`config.mk`:
```
export PLATFORM = sky130hd
export DESIGN_NAME = sir_stage_routing
export DESIGN_NICKNAME = d
export VERILOG_FILES = /design/src/core/sir_pkg.sv /design/src/core/sir_stage_routing.sv
export SDC_FILE = /design/constraint.sdc
export NUM_CORES = 1
export LEC_CHECK = 0
export BUFFER_PORTS_ARGS = -buffer_cell sky130_fd_sc_hd__buf_2
export CAP_MARGIN = 40
export CORE_UTILIZATION = 60
export DETAILED_ROUTE_END_ITERATION = 7
export GPL_TIMING_DRIVEN = 0
export PLACE_DENSITY = 0.82
export SETUP_SLACK_MARGIN = 0.05
export SYNTH_ARGS = -nofsm -noshare
export SYNTH_HDL_FRONTEND = slang
export SYNTH_SLANG_ARGS = --single-unit
```
`constraint.sdc`:
```
create_clock -name i_clk -period 3.1 [get_ports i_clk]
set_input_delay 0.155 -clock i_clk [delete_from_list [all_inputs] [get_ports i_clk]]
set_output_delay 0.155 -clock i_clk [all_outputs]
set_load 0.1 [all_outputs]
```
`src/core/sir_pkg.sv`:
```
/*
  Constants shared by the stage input routing register bank: address map,
  field layout and the codes of the route and measurement-type fields.
  Assumes a word-addressed internal register port of 10-bit addresses.
*/
`default_nettype none
package sir_pkg;
  localparam int ADDR_W = 10;
  localparam int DATA_W = 16;
  localparam int NUM_STAGES = 12;
  localparam int NUM_INPUTS = 13;
  localparam int STAGE_W = 4;
  // Word address map of the bank
  localparam logic [ADDR_W-1:0] BASE_ADDR = 10'h080;
  localparam int STRIDE_SHIFT = 3;
  localparam logic [ADDR_W-1:0] STAGE_STRIDE = 10'h008;
  localparam logic [ADDR_W-1:0] LOW_WORD_OFS = 10'h000;
  localparam logic [ADDR_W-1:0] HIGH_WORD_OFS = 10'h001;
  // Field layout
  localparam int LOW_INPUTS = 7;
  localparam int ROUTE_W = 2;
  localparam int MTYPE_LSB = 12;
  localparam int NEG_OFF_BIT = 14;
  localparam int POS_OFF_BIT = 15;
  localparam logic [DATA_W-1:0] LOW_USED_MASK = 16'h3fff;
  // Route field codes
  localparam logic [1:0] ROUTE_NONE = 2'h0;
  localparam logic [1:0] ROUTE_NEG = 2'h1;
  localparam logic [1:0] ROUTE_POS = 2'h2;
  localparam logic [1:0] ROUTE_BIAS = 2'h3;
  // Measurement-type field codes
  localparam logic [1:0] MTYPE_ILLEGAL = 2'h0;
  localparam logic [1:0] MTYPE_SE_POS = 2'h1;
  localparam logic [1:0] MTYPE_SE_NEG = 2'h2;
  localparam logic [1:0] MTYPE_DIFF = 2'h3;
endpackage
`default_nettype wire

```
`src/core/sir_stage_routing.sv`:
```
/*
  Stage input routing register bank: twelve stage copies of two 16-bit
  routing words, plus decode of the selected stage into switch controls.
  Assumes the serial register port logic and the conversion sequencer sit
  on the same clock and present one-cycle read/write strobes.
*/
// Functional notes
// - Twelve independent stage copies of both routing words.
// - Low word: seven 2-bit route fields, inputs 0..6, bits 1:0 to 13:12.
// - High word: six 2-bit route fields, inputs 7..12, bits 1:0 to 11:10.
// - Route code 00 leaves the input off both converter inputs.
// - Route code 01 ties the input to the negative converter input.
// - Route code 10 ties the input to the positive converter input.
// - Route code 11 ties the input to bias; host uses it for unused inputs.
// - High word bits 13:12 select measurement type; host never writes 00.
// - Measurement type 11 selects differential measurement.
// - High word bit 14 set disables the negative front-end offset path.
// - High word bit 15 set disables the positive front-end offset path.
// - Stage zero words at 0x080/0x081; each stage eight words higher.
`default_nettype none
module sir_stage_routing #(
  parameter int NSTAGE = sir_pkg::NUM_STAGES
) (
  input wire logic i_clk,
  input wire logic i_rst,
  input wire logic [sir_pkg::ADDR_W-1:0] i_addr,
  input wire logic i_wr,
  input wire logic [sir_pkg::DATA_W-1:0] i_wdata,
  input wire logic i_rd,
  output logic [sir_pkg::DATA_W-1:0] o_rdata,
  output logic o_rvalid,
  output logic o_hit,
  input wire logic [sir_pkg::STAGE_W-1:0] i_stage,
  output logic [sir_pkg::NUM_INPUTS-1:0] o_pos_sel,
  output logic [sir_pkg::NUM_INPUTS-1:0] o_neg_sel,
  output logic [sir_pkg::NUM_INPUTS-1:0] o_bias_sel,
  output logic [1:0] o_meas_type,
  output logic o_diff_mode,
  output logic o_neg_offset_en,
  output logic o_pos_offset_en
);
  import sir_pkg::*;

  // ----------------------------------------------------------------
  // State
  // ----------------------------------------------------------------
  typedef struct packed {
    logic [NSTAGE-1:0][DATA_W-1:0] low_word;
    logic [NSTAGE-1:0][DATA_W-1:0] high_word;
    logic [NUM_INPUTS-1:0] pos_sel;
    logic [NUM_INPUTS-1:0] neg_sel;
    logic [NUM_INPUTS-1:0] bias_sel;
    logic [1:0] meas_type;
    logic diff_mode;
    logic neg_offset_en;
    logic pos_offset_en;
    logic [DATA_W-1:0] rdata;
    logic rvalid;
    logic hit;
  } sir_state_t;

  sir_state_t state_ff;
  sir_state_t nxt_state;

  // ----------------------------------------------------------------
  // Address decode
  // ----------------------------------------------------------------
  // Returns {hit, is_high_word, stage}; gaps inside a stage block miss
  function automatic logic [STAGE_W+1:0] sir_decode(input logic [ADDR_W-1:0] a);
    logic [ADDR_W-1:0] rel;
    logic ok;
    rel = a - BASE_ADDR;
    ok = (a >= BASE_ADDR) && ((rel >> STRIDE_SHIFT) < ADDR_W'(NSTAGE))
      && (rel[STRIDE_SHIFT-1:1] == '0);
    return {ok, rel[0], rel[STAGE_W+STRIDE_SHIFT-1:STRIDE_SHIFT]};
  endfunction

  logic [STAGE_W+1:0] dec;
  logic stage_ok;
  logic [DATA_W-1:0] cur_low;
  logic [DATA_W-1:0] cur_high;

  assign dec = sir_decode(i_addr);
  assign stage_ok = (i_stage < STAGE_W'(NSTAGE));
  assign cur_low = stage_ok ? state_ff.low_word[i_stage] : '0;
  assign cur_high = stage_ok ? state_ff.high_word[i_stage] : '0;

  // ----------------------------------------------------------------
  // Next state
  // ----------------------------------------------------------------
  always_comb begin
    logic [1:0] route;
    route = ROUTE_NONE;
    nxt_state = state_ff;
    // Routing words keep their contents through reset: they have no defined value
    if (i_wr && dec[STAGE_W+1]) begin
      if (dec[STAGE_W]) begin
        nxt_state.high_word[dec[STAGE_W-1:0]] = i_wdata;
      end else begin
        nxt_state.low_word[dec[STAGE_W-1:0]] = i_wdata & LOW_USED_MASK;
      end
    end
    // Read returns the stored word; a write in the same cycle is not yet seen
    nxt_state.rvalid = i_rd;
    nxt_state.hit = i_rd && dec[STAGE_W+1];
    nxt_state.rdata = '0;
    if (i_rd && dec[STAGE_W+1]) begin
      nxt_state.rdata = dec[STAGE_W] ? state_ff.high_word[dec[STAGE_W-1:0]]
                                     : state_ff.low_word[dec[STAGE_W-1:0]];
    end
    // Switch matrix controls for the stage the sequencer selects
    for (int k = 0; k < NUM_INPUTS; k++) begin
      if (k < LOW_INPUTS) begin
        route = cur_low[ROUTE_W*k +: ROUTE_W];
      end else begin
        route = cur_high[ROUTE_W*(k-LOW_INPUTS) +: ROUTE_W];
      end
      nxt_state.pos_sel[k] = (route == ROUTE_POS);
      nxt_state.neg_sel[k] = (route == ROUTE_NEG);
      nxt_state.bias_sel[k] = (route == ROUTE_BIAS);
    end
    nxt_state.meas_type = cur_high[MTYPE_LSB +: 2];
    nxt_state.diff_mode = (cur_high[MTYPE_LSB +: 2] == MTYPE_DIFF);
    // Offset paths enabled by a zero bit; an absent stage keeps both off
    nxt_state.neg_offset_en = stage_ok && !cur_high[NEG_OFF_BIT];
    nxt_state.pos_offset_en = stage_ok && !cur_high[POS_OFF_BIT];
    if (i_rst) begin
      nxt_state.pos_sel = '0;
      nxt_state.neg_sel = '0;
      nxt_state.bias_sel = '0;
      nxt_state.meas_type = MTYPE_ILLEGAL;
      nxt_state.diff_mode = 1'b0;
      nxt_state.neg_offset_en = 1'b0;
      nxt_state.pos_offset_en = 1'b0;
      nxt_state.rdata = '0;
      nxt_state.rvalid = 1'b0;
      nxt_state.hit = 1'b0;
    end
  end

  always_ff @(posedge i_clk) begin
    state_ff <= nxt_state;
  end

  assign o_rdata = state_ff.rdata;
  assign o_rvalid = state_ff.rvalid;
  assign o_hit = state_ff.hit;
  assign o_pos_sel = state_ff.pos_sel;
  assign o_neg_sel = state_ff.neg_sel;
  assign o_bias_sel = state_ff.bias_sel;
  assign o_meas_type = state_ff.meas_type;
  assign o_diff_mode = state_ff.diff_mode;
  assign o_neg_offset_en = state_ff.neg_offset_en;
  assign o_pos_offset_en = state_ff.pos_offset_en;
endmodule
`default_nettype wire

```
---- Word level (Yosys, flattened, before mapping) ----
Cells that the tools add are included.
storage, ports and cells
  flip-flop bits (word level) ............. 446
  input bits .............................. 34
  output and inout bits ................... 62
operators by class
  add/subtract/negate cells ............... 1
  $lt $le $gt $ge ......................... 6
  equal/unequal tests ..................... 40
  muxes and demuxes ....................... 15
  bitwise gates (word level) .............. 2
  reduce and logical (&&, ||, !) cells .... 13
operator list
  kind                                                                number
  bitwise mux 192 bit                                                 2
  binary-select mux 16 bit (select 4 bit)                             4
  two-way mux 16 bit                                                  6
  demux 16 bit (select 4 bit)                                         1
  equality test 2 bit, second input constant                          27
  two-way mux 14 bit                                                  2
  equality test 2 x 1 -> 1 bit, second input constant                 13
  greater-or-equal comparator 10 x 8 -> 1 bit, second input constant  1
  less-than comparator 4 x 5 -> 1 bit, second input constant          2
  subtractor 10 x 8 -> 10 bit, second input constant                  1
  logical AND 1 bit                                                   7
  less-than comparator 7 x 4 -> 1 bit, second input constant          1
  greater-or-equal comparator 4 x 1 -> 1 bit, second input constant   1
  less-than comparator 4 bit, second input constant                   1
  AND reduction 2 bit                                                 2
  zero test 1 bit                                                     2
  zero test 2 bit                                                     1
  NOT 1 bit                                                           2
  OR reduction 2 bit                                                  1

---- Depth between registers and ports, before layout ----
  depth after elaboration ................. 7
  mapped depth ............................ 8

---- Worst setup path after synthesis ----
OpenSTA, ideal clock, no wires.
  kind .................................... input-to-reg
  from .................................... in i_addr[7] (netlist bit)
  to ...................................... reg state_ff[100] (netlist bit) (enable)
  setup time .............................. 0.388 ns
  arrival ................................. 1.960 ns
  setup slack ............................. 0.752 ns
  stages .................................. 6
  buffers on the path ..................... 0
  path through ............................ inv_1 -> ha_1 -> nand4bb_1 -> nor3_1 -> nand4b_1 -> nor2_1
between the ends
  cells in the longest elaborated chain, start to end .. 6
ends and longest elaborated chain
  what                                      line                      source
  start: declaration                        sir_stage_routing.sv:26   input wire logic [sir_pkg::ADDR_W-1:0] i_addr,
  subtractor 10 x 8 -> 10 bit               sir_stage_routing.sv:72   rel = a - BASE_ADDR;
  less-than comparator 7 x 4 -> 1 bit       sir_stage_routing.sv:73   ok = (a >= BASE_ADDR) && ((rel >> STRIDE_SHIFT) < ADDR_W'(NSTAGE))
  logical AND 1 bit (*)                     sir_stage_routing.sv:73
  logical AND 1 bit (*)                     sir_stage_routing.sv:74   && (rel[STRIDE_SHIFT-1:1] == '0);
  logical AND 1 bit (*)                     sir_stage_routing.sv:96   if (i_wr && dec[STAGE_W+1]) begin
  AND reduction 2 bit (no source line) (*)  --
  end signal: assignment                    sir_stage_routing.sv:142  state_ff <= nxt_state;
  end: declaration                          sir_stage_routing.sv:62   sir_state_t state_ff;
Mark *: on every way between the ends. The rest lies on a longest branch, timed or not.
A chain may end at the register's enable or synchronous reset.

---- Worst setup path in the final report ----
  from .................................... in i_addr[4] (netlist bit)
  to ...................................... reg state_ff[366] (netlist bit) (enable)
The elaborated chain is that of the path after synthesis.

==> results.json <==
{
  "status": "complete, but fails checks",
  "violations": "design-rule violations",
  "fp.coreArea_um2": 30800,
  "antenna_left": 0,
  "ys.flop_type": "edfxtp_1",
  "netlist_area_um2": 19000,
  "reg2reg_to": "o_pos_sel[12]",
  "place_congestion": 1.03,
  "seq_area_um2": 12100,
  "grt_pass1_wl_mm": 76.6,
  "path_max_fanout": 10,
  "maxSlewViolCount": 0,
  "r2r_cells": 4,
  "cts_tree": "done",
  "ys_seq_area_frac": 0.635,
  "dr_total_vias": 11300,
  "rr_startpoint": "state_ff[248]",
  "period_share": 0.870,
  "post_cts_buffers": 0,
  "htree_levels": 2,
  "clock_path_buffers": 3,
  "routed_wl_mm": 53.2,
  "hold_viol": 0,
  "avgSynthCellArea_um2": 18.9,
  "setup.worst_path.start": "i_addr[4]",
  "clk_pin_slew_ns": 0.06,
  "async_flop_share": 0,
  "vdd_drop_max_v": 0.000361,
  "setup.worst_path.end_class": "flop",
  "fillers": 1857,
  "swShare": 0.236,
  "detailedRoute.firstPassIterationCount": 8,
  "max_freq_mhz": 371,
  "ff2ff_setup_slack_ns": 1.06,
  "first_global_vias": 11000,
  "seqPwrFrac": 0.494,
  "cap_violations": 0,
  "stdcell_count": 1595,
  "cts_resized": 0,
  "slew_headroom": 0.367,
  "synth_edf_count": 360,
  "top_layer_used": "met5",
  "power_leakage_nw": 7.54,
  "cts.sinks": 422,
  "power_density_nw_per_um2": 579,
  "diodes": 0,
  "clkLatencyLatePin_ns": 0.55,
  "post_drt_wl_per_cell_um": 33.4,
  "crit_type": "input pin to flop",
  "cts_root_buffer": "clkbuf_16",
  "die_w_um": 180,
  "drtIter0Drc": 1832,
  "rows": 64,
  "hold_depth": 3,
  "die_area_um2": 32400,
  "initial_utilization": 0.616,
  "p_sw_mw": 2.96,
  "setup_violations": 0,
  "min-delay-start": "i_addr[6]",
  "drive_gt1_frac": 0.420,
  "route.detailed.drc": 15,
  "io_pins": 96,
  "io_buffers": 89,
  "met1_length_mm": 19.0,
  "p_clk_frac": 0.407,
  "arrival_ns": 2.95,
  "track_usage": 0.336,
  "antenna_found_initial": 3,
  "hpwl_mm": 36.9,
  "crit_path_start_kind": "input pin",
  "p_comb_frac": 0.099,
  "synth_cell_type_count": 46,
  "dr_wl_met2_mm": 24.2,
  "syn_nets": 1041,
  "p_int_mw": 9.58,
  "die_h_um": 180,
  "via_per_inst": 7.07,
  "ys_seq_elements": 422,
  "grt_max_degree": 25,
  "cts_hold_buf": 2,
  "ys_warn_count": 0,
  "numCtsBuffers": 42,
  "grt_overflow_total": 0,
  "tightest_slew_ns": 0.950,
  "fin_skew_ns": 0.0157,
  "dp.cells": 1516,
  "syn_to_final_growth_pct": 14.2,
  "timing.hold.worst_endpoint": "o_rdata[15]",
  "fin_crit_ns": 2.70,
  "syn_inst": 1006,
  "fin_nets": 1201,
  "wl_met3_mm": 7.53,
  "multiInputGateArea_um2": 6140,
  "fin_util": 0.703,
  "worstPathRequired_ns": 3.35,
  "rsz0062_at_grt": "no",
  "hold_class": "input pin to flop"
}
==> per-layer routing <==
| layer | vias to the layer above | GRT usage |
|---|---|---|
| met5 | - | 0 |
| met4 | 4 | 0.138 |
| met3 | 158 | 0.101 |
| met2 | 967 | 0.507 |
| met1 | 5703 | 0.462 |
| li1 | 4438 | - |
==> through the flow <==
step	total power [mW]	hold slack (ns)	cell area [um2]	setup WS, ns	setup TNS [ns]
after global routing	12.8	0.0149	21700	0.438	0
final	12.5	0.00728	21700	0.404	0
after floorplan	7.15	0.254	19000	0.752	0
after global placement	7.50	0.497	19900	-0.438	-87.07
after CTS	12.5	0.00372	21700	0.618	0
after detailed placement	7.52	0.523	20300	0.0347	0
==> power groups by stage <==
stage | clock, mW | sequential [mW] | combinational [mW]
2_1_floorplan | 0 | 6.34 | 0.808
3_3_place_gp | 0 | 6.31 | 1.18
3_5_place_dp | 0 | 6.32 | 1.20
4_1_cts | 5.10 | 6.20 | 1.21
5_1_grt | 5.31 | 6.20 | 1.27
6_report | 5.10 | 6.19 | 1.25
==> worst max-delay path, cell delays in order <==
cell	delay, ns
buf_1	0.56
buf_1	0.74
nand2_1	0.47
nor2_1	0.76
buf_6	0.24
==> final cells by class <==
| class | instances | share of cell area |
|---|---|---|
| Sequential cell | 422 | 0.556 |
| Multi-Input combinational cell | 455 | 0.283 |
| Clock buffer | 63 | 0.0566 |
| Buffer | 126 | 0.0384 |
| Timing Repair Buffer | 116 | 0.0360 |
| Tap cell | 396 | 0.0229 |
| Clock inverter | 14 | 0.00652 |
| Inverter | 3 | 0.000519 |
==> synthesized netlist by cell type (all sizes together), types with 2 or more instances <==
cell,n,area share
mux2i,90,0.047
nor3b,26,0.016
nand2b,7,0.0023
clkbuf,26,0.0052
edfxtp,360,0.57
mux2,16,0.0095
o221ai,14,0.0065
o22ai,3,0.00099
o21a,2,0.00079
mux4,157,0.19
nor3,14,0.0037
dfxtp,62,0.065
nand3b,4,0.0016
nand4,3,0.00099
a21oi,2,0.00053
nor2,29,0.0059
a22oi,22,0.012
nand3,4,0.0011
nand2,18,0.0036
buf,100,0.039
a2bb2oi,13,0.0083
a221oi,13,0.0070
nor2b,7,0.0023
or2,2,0.00066
inv,3,0.00059
==> cells by family (layout without fill, tap and decap cells) <==
| family | count (synthesis) | after routing | synth area share |
|---|---|---|---|
| flops | 422 | 422 | 0.635 |
| mux | 263 | 263 | 0.243 |
| buf+inv | 129 | 322 | 0.0444 |
| simple gates | 120 | 120 | 0.0404 |
| compound gates | 70 | 70 | 0.0360 |
| fa+ha+maj | 1 | 1 | 0.000659 |
| xor+xnor | 1 | 1 | 0.000461 |
==> registers in the layout, summed over array words and instances, names as in the netlist <==
register / flops
o_rvalid: 1
o_pos_offset_en: 1
o_hit: 1
o_neg_sel: 13
o_rdata: 16
o_neg_offset_en: 1
state_ff: 360
o_bias_sel: 13
o_pos_sel: 13
o_diff_mode: 1
o_meas_type: 2
==> layout by cell type, fill, tap and decap left out, types with 16 or more instances in the layout <==
master     Yosys  layout
buf_2         19     108
buf_4         59      60
buf_6          7      21
clkbuf_1      25      38
clkbuf_16      0      45
dfxtp_1       62      62
edfxtp_1     360     360
mux2_2        16      16
mux2i_1       90      90
mux4_2       156     156
nand2_1       18      18
nor2_2         1      21
nor3b_2       20      20
==> worst max-delay path by stage <==
stage / endpoint
finish: state_ff[366]
global route: state_ff[141]
CTS: state_ff[334]
detailed placement: state_ff[145]
global placement: state_ff[117]
floorplan: state_ff[100]
No activity file was read; power rests on OpenSTA's default activity.
